==> src/rtl/dram_pm_pkg.sv <==
// Constants, field layouts and carrier types of the rank power-state logic.
// Assumes a 20 MHz controller clock and four ranks on one channel.

package dram_pm_pkg;

	localparam int NUM_RANKS = 4;
	localparam int RANK_W    = 2;
	localparam int CFG_W     = 16;
	localparam int LIMIT_W   = 12;
	localparam int EXIT_W    = 8;

	// ************************************************************
	// Configuration word layout
	// ************************************************************
	localparam int TYPE_MSB  = 15;
	localparam int TYPE_LSB  = 12;
	localparam int LIMIT_MSB = 11;
	localparam int LIMIT_LSB = 0;

	localparam logic [3:0] TYPE_NONE   = 4'h0;
	localparam logic [3:0] TYPE_OPEN   = 4'h1;
	localparam logic [3:0] TYPE_CLOSED = 4'h6;

	localparam logic [CFG_W-1:0] CFG_USUAL = 16'h6080;

	// ************************************************************
	// Exit timing
	// ************************************************************
	localparam int CLK_NS     = 50;
	localparam int TXP_NS     = 24;
	localparam int TXS_NS     = 270;
	localparam int TXPDLL_CLK = 20;

	localparam logic [EXIT_W-1:0] TXP_CYC =
		EXIT_W'((TXP_NS + CLK_NS - 1) / CLK_NS);
	localparam logic [EXIT_W-1:0] TXS_CYC =
		EXIT_W'((TXS_NS + CLK_NS - 1) / CLK_NS);
	localparam logic [EXIT_W-1:0] TXPDLL_CYC = EXIT_W'(TXPDLL_CLK);

	localparam int SYNC_STAGES = 3;

	// ************************************************************
	// Types
	// ************************************************************
	typedef enum logic [2:0] {
		RS_ACTIVE = 3'h0,
		RS_PRECHG = 3'h1,
		RS_PDOWN  = 3'h3,
		RS_EXIT   = 3'h2,
		RS_SREF   = 3'h6
	} rank_state_t;

	typedef struct packed {
		logic cke;
		logic cke_oe;
		logic cs_oe;
		logic odt_oe;
		logic clk_oe;
	} rank_pins_t;

	typedef struct packed {
		logic rx_en;
		logic rx_gate;
		logic dll_en;
		logic data_oe_en;
		logic io_power_gate;
		logic vref_en;
	} chan_io_t;

endpackage : dram_pm_pkg

==> src/rtl/dram_rank_power_state_control.sv <==
// Rank power-state control: dynamic power-down, self-refresh, unused I/O.
// Assumes package sleep inputs arrive asynchronously; the rest is on clk.
`timescale 1ns/1ps
`default_nettype none

module dram_rank_power_state_control
	import dram_pm_pkg::*;
(
	input  wire logic                 clk,
	input  wire logic                 rst_b,
	input  wire logic [CFG_W-1:0]     power_down_config_reg,
	input  wire logic                 cfg_wr,
	input  wire logic [NUM_RANKS-1:0] rank_populated,
	input  wire logic [NUM_RANKS-1:0] gfx_rank,
	input  wire logic                 channel_used,
	input  wire logic                 req_valid,
	input  wire logic [RANK_W-1:0]    req_rank,
	input  wire logic                 req_pending,
	input  wire logic                 refresh_due,
	input  wire logic                 refresh_done,
	input  wire logic [NUM_RANKS-1:0] pre_done,
	input  wire logic                 pkg_deep_sleep_a,
	input  wire logic                 s0_idle_a,
	input  wire logic                 suspend_a,
	output rank_pins_t [NUM_RANKS-1:0] rank_pins,
	output chan_io_t                  chan_io,
	output logic [NUM_RANKS-1:0]      pre_req,
	output logic [NUM_RANKS-1:0]      cmd_ok,
	output logic [NUM_RANKS-1:0]      sref_active,
	output logic                      refresh_go,
	output logic                      memory_device_reset_n,
	output logic                      train_restore
);

	// ************************************************************
	// Sleep-state synchronisers
	// ************************************************************
	logic [2:0] sync1_q, sync2_q, sync3_q, sync_st_q;
	logic [2:0] async_in;

	assign async_in = {suspend_a, s0_idle_a, pkg_deep_sleep_a};

	always_ff @(posedge clk)
	begin
		if (!rst_b)
		begin
			sync1_q   <= '0;
			sync2_q   <= '0;
			sync3_q   <= '0;
			sync_st_q <= '0;
		end
		else
		begin
			sync1_q <= async_in;
			sync2_q <= sync1_q;
			sync3_q <= sync2_q;
			for (int i = 0; i < 3; i++)
				if (sync2_q[i] == sync3_q[i])
					sync_st_q[i] <= sync3_q[i];
		end
	end

	logic deep_sleep, s0_idle, suspend;
	assign deep_sleep = sync_st_q[0];
	assign s0_idle    = sync_st_q[1];
	assign suspend    = sync_st_q[2];

	// ************************************************************
	// Configuration release and memory reset
	// ************************************************************
	logic release_q;
	logic mem_rst_n_q;
	logic [3:0] pd_type;
	logic [LIMIT_W-1:0] idle_limit;
	logic dyn_en;
	logic [NUM_RANKS-1:0] eff_pop;

	assign pd_type    = power_down_config_reg[TYPE_MSB:TYPE_LSB];
	assign idle_limit = power_down_config_reg[LIMIT_MSB:LIMIT_LSB];
	assign dyn_en     = release_q && (pd_type != TYPE_NONE);

	// Until firmware speaks, every rank counts as populated
	assign eff_pop = release_q ? rank_populated : '1;

	always_ff @(posedge clk)
	begin
		if (!rst_b)
			release_q <= 1'b0;
		else if (cfg_wr)
			release_q <= 1'b1;
	end

	// Reset level is held by this register through I/O power gating
	always_ff @(posedge clk)
	begin
		if (!rst_b)
			mem_rst_n_q <= 1'b0;
		else if (cfg_wr)
			mem_rst_n_q <= 1'b1;
	end

	assign memory_device_reset_n = mem_rst_n_q;

	// ************************************************************
	// Self-refresh request and training restore
	// ************************************************************
	logic sr_want;
	logic sleep_q;
	logic train_q;

	assign sr_want = release_q && !req_pending &&
		(suspend || (s0_idle && deep_sleep));

	always_ff @(posedge clk)
	begin
		if (!rst_b)
		begin
			sleep_q <= 1'b0;
			train_q <= 1'b0;
		end
		else
		begin
			sleep_q <= suspend || deep_sleep;
			train_q <= sleep_q && !(suspend || deep_sleep);
		end
	end

	assign train_restore = train_q;

	// ************************************************************
	// Refresh sequencing
	// ************************************************************
	logic ref_pend_q, ref_busy_q, ref_end_q;
	rank_state_t [NUM_RANKS-1:0] st_q;
	logic [NUM_RANKS-1:0] awake;
	logic [NUM_RANKS-1:0] exit_busy, idle_exp, arrive;

	always_comb
	begin
		for (int r = 0; r < NUM_RANKS; r++)
			awake[r] = !eff_pop[r] || (st_q[r] == RS_SREF) ||
				(st_q[r] == RS_ACTIVE);
	end

	assign refresh_go = ref_pend_q && !ref_busy_q && (&awake);

	always_ff @(posedge clk)
	begin
		if (!rst_b)
		begin
			ref_pend_q <= 1'b0;
			ref_busy_q <= 1'b0;
			ref_end_q  <= 1'b0;
		end
		else
		begin
			if (refresh_due)
				ref_pend_q <= 1'b1;
			else if (refresh_go)
				ref_pend_q <= 1'b0;
			if (refresh_go)
				ref_busy_q <= 1'b1;
			else if (refresh_done)
				ref_busy_q <= 1'b0;
			ref_end_q <= ref_busy_q && refresh_done && dyn_en;
		end
	end

	// ************************************************************
	// Per-rank state machines
	// ************************************************************
	logic [NUM_RANKS-1:0] exit_start;
	logic [EXIT_W-1:0]    exit_len [NUM_RANKS];

	genvar g;
	generate
		for (g = 0; g < NUM_RANKS; g++)
		begin : g_rank
			assign arrive[g] = req_valid && (req_rank == RANK_W'(g));
			rank_timers u_timers (
				.clk          (clk),
				.rst_b        (rst_b),
				.arrive       (arrive[g]),
				.limit        (idle_limit),
				.exit_start   (exit_start[g]),
				.exit_len     (exit_len[g]),
				.idle_expired (idle_exp[g]),
				.exit_busy    (exit_busy[g])
			);
		end
	endgenerate

	always_comb
	begin
		for (int r = 0; r < NUM_RANKS; r++)
		begin
			exit_start[r] = 1'b0;
			exit_len[r]   = TXP_CYC;
			if (st_q[r] == RS_SREF &&
				(!sr_want || arrive[r]))
			begin
				exit_start[r] = 1'b1;
				exit_len[r]   = TXS_CYC;
			end
			else if (st_q[r] == RS_PDOWN &&
				(arrive[r] || ref_pend_q ||
				(sr_want && !gfx_rank[r])))
			begin
				exit_start[r] = 1'b1;
				exit_len[r]   = (pd_type == TYPE_OPEN) ? TXP_CYC : TXPDLL_CYC;
			end
		end
	end

	always_ff @(posedge clk)
	begin
		if (!rst_b)
		begin
			for (int r = 0; r < NUM_RANKS; r++)
				st_q[r] <= RS_ACTIVE;
		end
		else
		begin
			for (int r = 0; r < NUM_RANKS; r++)
			begin
				case (st_q[r])
					RS_ACTIVE:
						if (!eff_pop[r] || !release_q)
							st_q[r] <= RS_ACTIVE;
						else if (sr_want && !gfx_rank[r])
							st_q[r] <= RS_PRECHG;
						else if (dyn_en && !ref_pend_q && !ref_busy_q &&
							(idle_exp[r] || (ref_end_q && !arrive[r])))
							st_q[r] <= (pd_type == TYPE_OPEN) ?
								RS_PDOWN : RS_PRECHG;
					RS_PRECHG:
						if (arrive[r])
							st_q[r] <= RS_ACTIVE;
						else if (pre_done[r] && sr_want && !gfx_rank[r])
							st_q[r] <= RS_SREF;
						else if (pre_done[r])
							st_q[r] <= dyn_en ? RS_PDOWN : RS_ACTIVE;
					RS_PDOWN:
						if (exit_start[r])
							st_q[r] <= RS_EXIT;
					RS_SREF:
						if (exit_start[r])
							st_q[r] <= RS_EXIT;
					RS_EXIT:
						if (!exit_busy[r])
							st_q[r] <= RS_ACTIVE;
					default:
						st_q[r] <= RS_ACTIVE;
				endcase
			end
		end
	end

	// ************************************************************
	// Pin and I/O controls
	// ************************************************************
	always_comb
	begin
		for (int r = 0; r < NUM_RANKS; r++)
		begin
			rank_pins[r].cke = release_q && eff_pop[r] &&
				(st_q[r] == RS_ACTIVE || st_q[r] == RS_PRECHG ||
				st_q[r] == RS_EXIT);
			rank_pins[r].cke_oe = eff_pop[r] && channel_used;
			rank_pins[r].cs_oe  = eff_pop[r] && channel_used;
			rank_pins[r].odt_oe = eff_pop[r] && channel_used;
			rank_pins[r].clk_oe = eff_pop[r] && channel_used;
			pre_req[r]     = (st_q[r] == RS_PRECHG);
			cmd_ok[r]      = (st_q[r] == RS_ACTIVE) && !exit_busy[r];
			sref_active[r] = (st_q[r] == RS_SREF);
		end
	end

	assign chan_io.data_oe_en    = channel_used;
	assign chan_io.rx_en         = channel_used;
	assign chan_io.rx_gate       = !channel_used;
	assign chan_io.dll_en        = channel_used && (|eff_pop);
	assign chan_io.io_power_gate = deep_sleep;
	assign chan_io.vref_en       = 1'b1;

endmodule : dram_rank_power_state_control

`default_nettype wire

==> src/rtl/rank_timers.sv <==
// Per-rank idle counter and power-up exit timer.
// Assumes arrival and start strobes on the controller clock.
`timescale 1ns/1ps
`default_nettype none

module rank_timers
	import dram_pm_pkg::*;
(
	input  wire logic               clk,
	input  wire logic               rst_b,
	input  wire logic               arrive,
	input  wire logic [LIMIT_W-1:0] limit,
	input  wire logic               exit_start,
	input  wire logic [EXIT_W-1:0]  exit_len,
	output logic                    idle_expired,
	output logic                    exit_busy
);

	logic [LIMIT_W-1:0] idle_q;
	logic [EXIT_W-1:0]  exit_q;

	always_ff @(posedge clk)
	begin
		if (!rst_b)
			idle_q <= '0;
		else if (arrive)
			idle_q <= '0;
		else if (idle_q < limit)
			idle_q <= idle_q + LIMIT_W'(1);
	end

	always_ff @(posedge clk)
	begin
		if (!rst_b)
			exit_q <= '0;
		else if (exit_start)
			exit_q <= exit_len;
		else if (exit_q != '0)
			exit_q <= exit_q - EXIT_W'(1);
	end

	assign idle_expired = !arrive && (idle_q >= limit);
	assign exit_busy    = (exit_q != '0);

endmodule : rank_timers

`default_nettype wire

==> config.mk <==
export PLATFORM = sky130hd
export DESIGN_NAME = dram_rank_power_state_control
export DESIGN_NICKNAME = d
export VERILOG_FILES = /design/src/rtl/dram_pm_pkg.sv /design/src/rtl/dram_rank_power_state_control.sv /design/src/rtl/rank_timers.sv
export SDC_FILE = /design/constraint.sdc
export NUM_CORES = 1
export LEC_CHECK = 0
export BUFFER_PORTS_ARGS = -buffer_cell sky130_fd_sc_hd__buf_2
export CAP_MARGIN = 5
export CORE_MARGIN = 4
export CORE_UTILIZATION = 28
export CTS_BUF_LIST = sky130_fd_sc_hd__clkbuf_8
export DETAILED_ROUTE_END_ITERATION = 8
export SLEW_MARGIN = 20
export SYNTH_ARGS = -nofsm -noshare
export SYNTH_HDL_FRONTEND = slang
export SYNTH_SLANG_ARGS = --single-unit
==> constraint.sdc <==
create_clock -name clk -period 3 [get_ports clk]
set_clock_uncertainty 0.2 [all_clocks]
set_input_delay 0.6 -clock clk [delete_from_list [all_inputs] [get_ports clk]]
set_output_delay 0.6 -clock clk [all_outputs]
set_load 0.01 [all_outputs]
==> results.toml, run 1 <==
[floorplan]
start_util_pct = 28.72
rows = 57
die_x_um = 166.6
die_area_sq_um = 27760
io_pins = 82
die_h_um = 166.6
core_region_area_sq_um = 24530

[sta]
setup_slack_ps = 116.1
maxSlewViolCount = 0
hold_slack_ps = 201.1
max_freq_ghz = 0.3468
hold_viol_final = 0
rsz0062_at_grt = "false"
slew-limit-headroom_pct = 58.82
fin_setup_tns_ps = 0
finalCriticalPeriod_ps = 2884
fin_crit_sh_pct = 96.13
tightest_slew_ps = 616.6
finalSetupViolCount = 0

[hold_path]
holdPathEnd = "sync1_q[0]"
hp-class = "in2reg"
hp-start = "pkg_deep_sleep_a"
holdPathStages = 2

[synth]
synth_top_area_share_pct = 31.26
synth_top_area_cell = "dfxtp_1"
synth_top_family_by_area = "simple AND/OR/NAND/NOR gates"
ys_warn_count = 0
synthTopCellsByArea = "dfxtp_1, ha_1, nor2_1"
synth_fp_nets = 962
synth-compound-area-share_pct = 14.47
synth_xor_xnor_area_share_pct = 7.334
synth_cells = 861
synthArstFlopShare_pct = 0
synth_top_flop_cell = "dfxtp_1"
synthAdderAreaFrac_pct = 10.66
ys_seq_elements = 110
seq_area_frac_synth_pct = 31.26
muxShareOfSynthArea_pct = 1.865
yosys.cell_types.count = 72
synth-edff-count = 0
netlist_area_sq_um = 7046
yosys.area_share.simple_pct = 28.61
avgSynthCellArea_sq_um = 8.183

[worst_setup_path]
path_max_fanout = 5
max_stage_delay_ps = 550
critPathArrivalTime_ps = 2080
worstPathCellList = "or4_1, or3_4, nor3_2, buf_2"
rrSetupSlack_ps = 440
reg2regPathDepth = 7
cp-start-kind = "register"
r2r-end = "st_q[6]"
crit_type = "reg2out"
rr_startpoint = "g_rank[2].u_timers.idle_q[11]"
slowest_stage = "or4_1"
cp_data_required_time_ps = 2200
cp-end-kind = "output pin"

[global_routing]
grt_max_degree = 24
met1_usage_pct = 19.34
overflow = 0
busiest_layer = "met2"
grt_usage_pct = 13.42
grt_pass1_wl_um = 31110
gr-usage-met2_pct = 19.84
use_met3_pct = 3.508
antenna_found_initial = 0
grt_pass1_vias = 6063

[finish]
area_growth_syn_to_layout_pct = 13.59
drive_above_1_share_pct = 15.20
fin_nets = 1030
final_cells = 1258
antenna_cells = 0
final_cell_mix = "dfxtp_1, nor2_1, buf_2"
fill_cells = 2637
final_common_cell = "dfxtp_1"
postLayoutCoreUtil_pct = 32.62

[placement]
dp_hpwl_um = 14580
io_buffer_count = 80
dp_worst_setup_slack_ps = 68.58
gp_congestion = 0.8910
dp.cells = 1242

[power_and_ir_drop]
power-per-cell-area_nw_per_um2 = 590.3
seqPwrFrac_pct = 40.3
p_clk_share_pct = 19.0
pwr-share-comb_pct = 40.6
p_int_mw = 2.920
sw_frac_of_total_pct = 38.20
vdd_drop_max_v = 0.0002197
p_leak_nw = 3.415
switchingPower_mw = 1.805

[cts]
cts_buffers = 9
clk_latency_ps = 400
post-cts-setup-buffers = 0
clkSinkCount = 110
tritoncts = "yes"
clockRootBuffer = "clkbuf_8"
clock_path_buffers = 2
htree_levels = 3
clkTransAtPathRegs_ps = 120

[route]
wirelength_um = 18640
vias_per_cell = 5.028
drc = 0
ant_nets = 0
dr.pass1.iters = 5
drt_iter0_drc = 524
vias = 6325
post_drt_wl_per_cell_um = 14.82

[run]
maxCapViolCount = 0

[status]
outcome = "complete, no violations"
-- critical path, delay by kind of cell (launching register included) --
family        cells  cell delay (ps)
simple gates      3             1150
flops             1              360
buf+inv           1              170
-- through the flow --
stage | instance area (sq um) | total power, mW
6_report | 8003 | 4.724
5_1_grt | 8003 | 5.113
4_1_cts | 7989 | 4.762
3_5_place_dp | 7780 | 3.826
3_3_place_gp | 7780 | 3.794
2_1_floorplan | 7046 | 3.390
-- worst max-delay path by stage --
stage | from | endpoint | slack [ps] | cells after the start
after CTS | g_rank[0].u_timers.exit_q[3] | cmd_ok[0] | 50 | 4
after global placement | power_down_config_reg[7] | g_rank[2].u_timers.idle_q[9] | 120 | 10
final | g_rank[2].u_timers.exit_q[3] | cmd_ok[2] | 120 | 4
after detailed placement | power_down_config_reg[11] | st_q[6] | 70 | 9
after global routing | g_rank[0].u_timers.exit_q[3] | cmd_ok[0] | 8 | 4
after floorplan | power_down_config_reg[11] | g_rank[2].u_timers.idle_q[9] | 350 | 8
-- registers in the layout (all words and copies together) (netlist names) --
name,cells
g_rank.u_timers.exit_q,32
g_rank.u_timers.idle_q,48
memory_device_reset_n,1
ref_busy_q,1
ref_end_q,1
ref_pend_q,1
sleep_q,1
st_q,12
sync1_q,3
sync2_q,3
sync3_q,3
sync_st_q,3
train_restore,1
-- synth_stat cells, types with 18 or more instances --
cell type	count
dfxtp_1	110
nor2_1	95
ha_1	60
nand2_1	60
a21oi_1	54
inv_1	43
xor2_1	34
nand4_1	32
nand3_1	30
nor3_1	26
o21ai_0	26
xnor2_1	25
clkbuf_1	24
and3_1	20
nand2b_1	19
and2_1	18
-- logic make-up (layout without fill, tap and decap cells) --
group | after synthesis | after routing
xor gates and xnor gates | 59 | 59
muxes | 13 | 13
buffers and inverters | 89 | 162
other | 1 | 1
DFF | 110 | 110
and+or+nand+nor | 377 | 377
AOI/OAI and AO/OA | 152 | 152
adders and majority gates | 60 | 60
-- power by group through the flow --
stage / Combinational (mW) / Clock [mW] / Sequential, mW
2_1_floorplan: 1.53 / 0 / 1.86
3_3_place_gp: 1.86 / 0 / 1.93
3_5_place_dp: 1.89 / 0 / 1.93
4_1_cts: 1.92 / 0.944 / 1.90
5_1_grt: 2.18 / 0.993 / 1.94
6_report: 1.92 / 0.899 / 1.90
-- cell type report --
type	count	area (sq um)	area share, %
clock buffers	9	123.9	1.548
clock inverters	7	72.57	0.9068
inverters	43	161.4	2.017
multi-input cells	662	4463	55.77
flip-flops and latches	110	2203	27.53
well taps	324	405.4	5.066
repair buffers	103	573.1	7.161
-- metal layers --
metal / vias to the layer above / share of wire (%) / wire length [um]
met3: 16 / 7.6 / 1418
met4: 0 / 1.3 / 242
met2: 185 / 42 / 7756
met5: - / 0 / 0
li1: 3203 / - / -
met1: 2921 / 49 / 9220
-- timing repair --
item / 4_1_cts / 5_1_grt
pin swaps: 0 / 0
hold buffers: 0 / 0
endpoints found under the setup margin: 3 / 2
resized for setup: 3 / 2
(Power assumes the default switching activity.)
==> run 2, diff against run 1 <==
--- a/config.mk
+++ b/config.mk
@@ -11,6 +11,7 @@
 export CORE_UTILIZATION = 28
 export CTS_BUF_LIST = sky130_fd_sc_hd__clkbuf_8
 export DETAILED_ROUTE_END_ITERATION = 8
+export REMOVE_ABC_BUFFERS = 1
 export SLEW_MARGIN = 20
 export SYNTH_ARGS = -nofsm -noshare
 export SYNTH_HDL_FRONTEND = slang
==> results.toml, run 2 (synthesized netlist as in run 1, its figures left out) <==
[status]
outcome = "complete, no violations"

[worst_setup_path]
path_max_fanout = 5
max_stage_delay_ps = 550
slowest_stage = "or4_4"
cp-end-kind = "output pin"
cp_data_required_time_ps = 2200
critPathTopFamily = "simple AND/OR/NAND/NOR gates"
critPathArrivalTime_ps = 2090
worstPathCellList = "or4_4, or3_4, nor4_1, buf_2"
cp-start-kind = "register"
path_buf_inv = 1
crit_type = "reg2out"

[power_and_ir_drop]
vdd_drop_max_v = 0.0002484
total_power_mw = 4.774
p_int_mw = 2.971
p_leak_nw = 3.376
switchingPower_mw = 1.803
p_clk_share_pct = 21.0
power-per-cell-area_nw_per_um2 = 601.0
seqPwrFrac_pct = 40.2
sw_frac_of_total_pct = 37.76
pwr-share-comb_pct = 38.8

[floorplan]
io_pins = 82
die_area_sq_um = 27760
die_x_um = 166.6
core_region_area_sq_um = 24530
start_util_pct = 28.72
rows = 57
die_h_um = 166.6

[finish]
final_common_cell = "dfxtp_1"
area_growth_syn_to_layout_pct = 12.73
final_cell_mix = "dfxtp_1, nor2_1, buf_2"
largest_register = "g_rank.u_timers.idle_q"
top_regs = "g_rank.u_timers.idle_q (48), g_rank.u_timers.exit_q (32), st_q (12)"
drive_above_1_share_pct = 14.07
final_cells = 1248
largest_reg_flops = 48
fin_nets = 1020
antenna_cells = 0
fill_cells = 2610

[route]
drc = 0
post_drt_wl_per_cell_um = 14.56
dr.pass1.iters = 5
vias = 6360
ant_nets = 0
wirelength_um = 18170
vias_per_cell = 5.096
drt_iter0_drc = 525

[cts]
clkSinkCount = 110
clock_path_buffers = 2
post-cts-setup-buffers = 0
clk_latency_ps = 410
clockRootBuffer = "clkbuf_8"
clkTransAtPathRegs_ps = 130
holdBufCountCts = 0
tritoncts = "yes"
htree_levels = 3
cts_buffers = 9

[global_routing]
grt_pass1_vias = 5932
overflow = 0
grt_pass1_wl_um = 30070
grt_max_degree = 22
grt_usage_pct = 12.97
antenna_found_initial = 0

[sta]
finalSetupViolCount = 0
maxSlewViolCount = 0
tightest_slew_ps = 730.4
fin_crit_sh_pct = 96.43
max_freq_ghz = 0.3457
rsz0062_at_grt = "false"
fin_setup_tns_ps = 0
finalCriticalPeriod_ps = 2893
slew-limit-headroom_pct = 51.20
hold_viol_final = 0

[hold_path]
hp-class = "in2reg"

[placement]
dp_hpwl_um = 13980
io_buffer_count = 80
gp_congestion = 0.8956
dp.cells = 1232

[run]
maxCapViolCount = 0
-- run 2: final timing paths --
path	start	cells after the start	to	slack, ps
worst max-delay path	g_rank[0].u_timers.exit_q[3]	4	cmd_ok[0]	110
worst min-delay path	s0_idle_a	2	sync1_q[1]	190
worst max register to register	g_rank[2].u_timers.idle_q[0]	9	g_rank[2].u_timers.idle_q[9]	450
worst min register to register	sync1_q[0]	1	sync2_q[0]	260
-- run 2: power groups by stage --
stage	Combinational (mW)	Clock [mW]	Sequential, mW
after floorplan	1.44	0	1.89
after global placement	1.81	0	1.95
after detailed placement	1.83	0	1.95
after CTS	1.85	1.05	1.92
after global routing	2.11	1.10	1.95
final	1.85	1.00	1.92
-- run 2: repair_timing --
item / CTS / global route
pin swaps: 0 / 1
cloned: 0 / 0
resized for setup: 1 / 2
hold endpoints to repair: 0 / 0
setup endpoints to repair: 1 / 2
-- run 2: cell type report --
class,count,area (sq um),share of cell area [%]
timing repair buffer,93,498.0,6.270
multi-input combinational,662,4449,56.02
tap,324,405.4,5.104
sequential,110,2203,27.74
inverter,43,161.4,2.032
clock buffer,9,123.9,1.560
clock inverter,7,101.3,1.276
-- run 2: per-layer routing --
layer	global-route usage [%]	up-vias	wire length, um
li1	-	3187	-
met1	18.95	2961	9056
met2	19.27	194	7634
met3	3.129	18	1256
met4	3.059	0	227
met5	0	-	0
-- run 2: worst register-to-register path, delay by kind of cell, from the launching register on --
kind	cells	cell delay [ps]
buffers and inverters	2	260
adders and majority gates	1	180
and+or+nand+nor	3	350
DFF	1	480
AOI/OAI and AO/OA	2	670
muxes	1	320
-- run 2: through the flow --
step	instance area (sq um)	utilization [%]	hold WS, ps	setup slack [ps]
after floorplan	6802	-	211.8	111.6
after global placement	7705	31.41	220.4	84.33
after detailed placement	7705	31.41	228.9	57.28
after CTS	7935	32.34	162.7	44.04
after global routing	7943	32.37	166.0	1.737
final	7943	32.37	188.7	107.1
==> run 3, diff against run 2 <==
--- a/config.mk
+++ b/config.mk
@@ -8,10 +8,13 @@
 export BUFFER_PORTS_ARGS = -buffer_cell sky130_fd_sc_hd__buf_2
 export CAP_MARGIN = 5
 export CORE_MARGIN = 4
-export CORE_UTILIZATION = 28
+export CORE_UTILIZATION = 60
 export CTS_BUF_LIST = sky130_fd_sc_hd__clkbuf_8
 export DETAILED_ROUTE_END_ITERATION = 8
+export GPL_TIMING_DRIVEN = 1
+export PLACE_DENSITY = 0.82
 export REMOVE_ABC_BUFFERS = 1
+export SKIP_LAST_GASP = 1
 export SLEW_MARGIN = 20
 export SYNTH_ARGS = -nofsm -noshare
 export SYNTH_HDL_FRONTEND = slang
==> results.toml, run 3 (synthesized netlist as in run 1, its figures left out) <==
[status]
outcome = "complete, no violations"

[worst_setup_path]
path_buf_inv = 1
critPathArrivalTime_ps = 2120
rrSetupSlack_ps = 520
crit_type = "reg2out"
max_stage_delay_ps = 540
cp-start-kind = "register"
rr_startpoint = "memory_device_reset_n"
worstPathCellList = "or4_1, or3_1, nor3_2, buf_2"
path_depth = 4
cp-end-kind = "output pin"
cp_data_required_time_ps = 2200
path_max_fanout = 5
reg2regPathDepth = 7
worstSetupStartpoint = "g_rank[2].u_timers.exit_q[3]"
critPathTopFamily = "simple AND/OR/NAND/NOR gates"
slowest_stage = "or4_1"
r2r-end = "st_q[10]"

[sta]
max_freq_ghz = 0.3421
fin_crit_sh_pct = 97.45
finalCriticalPeriod_ps = 2923
setup_slack_ps = 76.55
fin_setup_tns_ps = 0
slew-limit-headroom_pct = 59.45
hold_viol_final = 0
tightest_slew_ps = 607.2
rsz0062_at_grt = "true"
finalSetupViolCount = 0
maxSlewViolCount = 0

[finish]
multi_input_area_sq_um = 4458
antenna_cells = 0
final_common_cell = "dfxtp_1"
largest_register = "g_rank.u_timers.idle_q"
drive_above_1_share_pct = 14.16
area_growth_syn_to_layout_pct = 9.217
top_regs = "g_rank.u_timers.idle_q (48), g_rank.u_timers.exit_q (32), st_q (12)"
fin_nets = 1021
fill_cells = 983
final_cells = 1068
postLayoutCoreUtil_pct = 67.10
final-seq-area_sq_um = 2202
final_cell_mix = "dfxtp_1, nor2_1, buf_2"
largest_reg_flops = 48

[route]
ant_nets = 0
wirelength_um = 16520
wl_met3_um = 991
m1WireLength_um = 7553
post_drt_wl_per_cell_um = 15.47
wl_met2_um = 7702
vias = 6319
dr.pass1.iters = 6
drc = 0
drt_iter0_drc = 428
vias_per_cell = 5.917
top_layer = "met4"

[cts]
clk_latency_ps = 390
cts_buffers = 9
tritoncts = "yes"
clockRootBuffer = "clkbuf_8"
clkTransAtPathRegs_ps = 110
clock_path_buffers = 2
htree_levels = 3
holdBufCountCts = 0
clkSinkCount = 110

[power_and_ir_drop]
p_int_mw = 2.897
seqPwrFrac_pct = 41.1
vdd_drop_max_v = 0.0006095
p_clk_share_pct = 19.0
p_leak_nw = 3.361
sw_frac_of_total_pct = 37.90
power-per-cell-area_nw_per_um2 = 606.3
pwr-share-comb_pct = 39.9
switchingPower_mw = 1.768

[global_routing]
grt_pass1_wl_um = 27670
overflow = 0
grt_usage_pct = 25.19
antenna_found_initial = 0
grt_max_degree = 21
grt_pass1_vias = 5942

[hold_path]
hp-class = "in2reg"
holdPathStages = 2
holdPathEnd = "sync1_q[2]"
hp-start = "suspend_a"

[placement]
gp_congestion = 0.9557
dp.cells = 1052
dp_worst_setup_slack_ps = 111.5
dp_hpwl_um = 12630
io_buffer_count = 80

[floorplan]
die_area_sq_um = 13540
die_h_um = 116.4
start_util_pct = 61.44
rows = 39
io_pins = 82
die_x_um = 116.4
core_region_area_sq_um = 11470

[run]
maxCapViolCount = 0
run 3: area by class of cell:
cell class	instances	area share [%]
clock buffers	9	1.610
inverters	43	2.098
clock inverters	7	0.8455
well taps	143	2.325
repair buffers	94	6.569
flip-flops and latches	110	28.62
multi-input cells	662	57.94
run 3: power by group through the flow:
stage	sequential, mW	combinational, mW	clock, mW
finish	1.92	1.86	0.887
global route	1.95	2.10	0.964
CTS	1.91	1.85	0.914
detailed placement	1.94	1.83	0
global placement	1.94	1.80	0
floorplan	1.89	1.44	0
run 3: what timing repair did:
item | in CTS | in global routing
resized for setup | 1 | 2
buffers inserted | 0 | 0
endpoints found under the setup margin | 1 | 2
run 3: worst max path at each step:
| stage | slack, ps | endpoint |
|---|---|---|
| floorplan | 110 | g_rank[0].u_timers.idle_q[9] |
| global placement | 190 | g_rank[3].u_timers.idle_q[6] |
| CTS | 30 | cmd_ok[2] |
| finish | 80 | cmd_ok[2] |
| global route | -40 | cmd_ok[2] |
| detailed placement | 110 | st_q[6] |
run 3: routing by layer:
layer	vias to the layer above	GRT usage [%]
met3	24	5.751
met5	-	0
met4	0	6.961
li1	3187	-
met1	2895	32.62
met2	213	42.22
run 3: stage by stage:
step	area, sq um	power (mW)	hold WS [ps]
finish	7695	4.666	209.4
global route	7695	5.022	203.6
CTS	7681	4.678	187.6
detailed placement	7486	3.774	218.8
global placement	7486	3.737	218.5
floorplan	6802	3.331	211.8
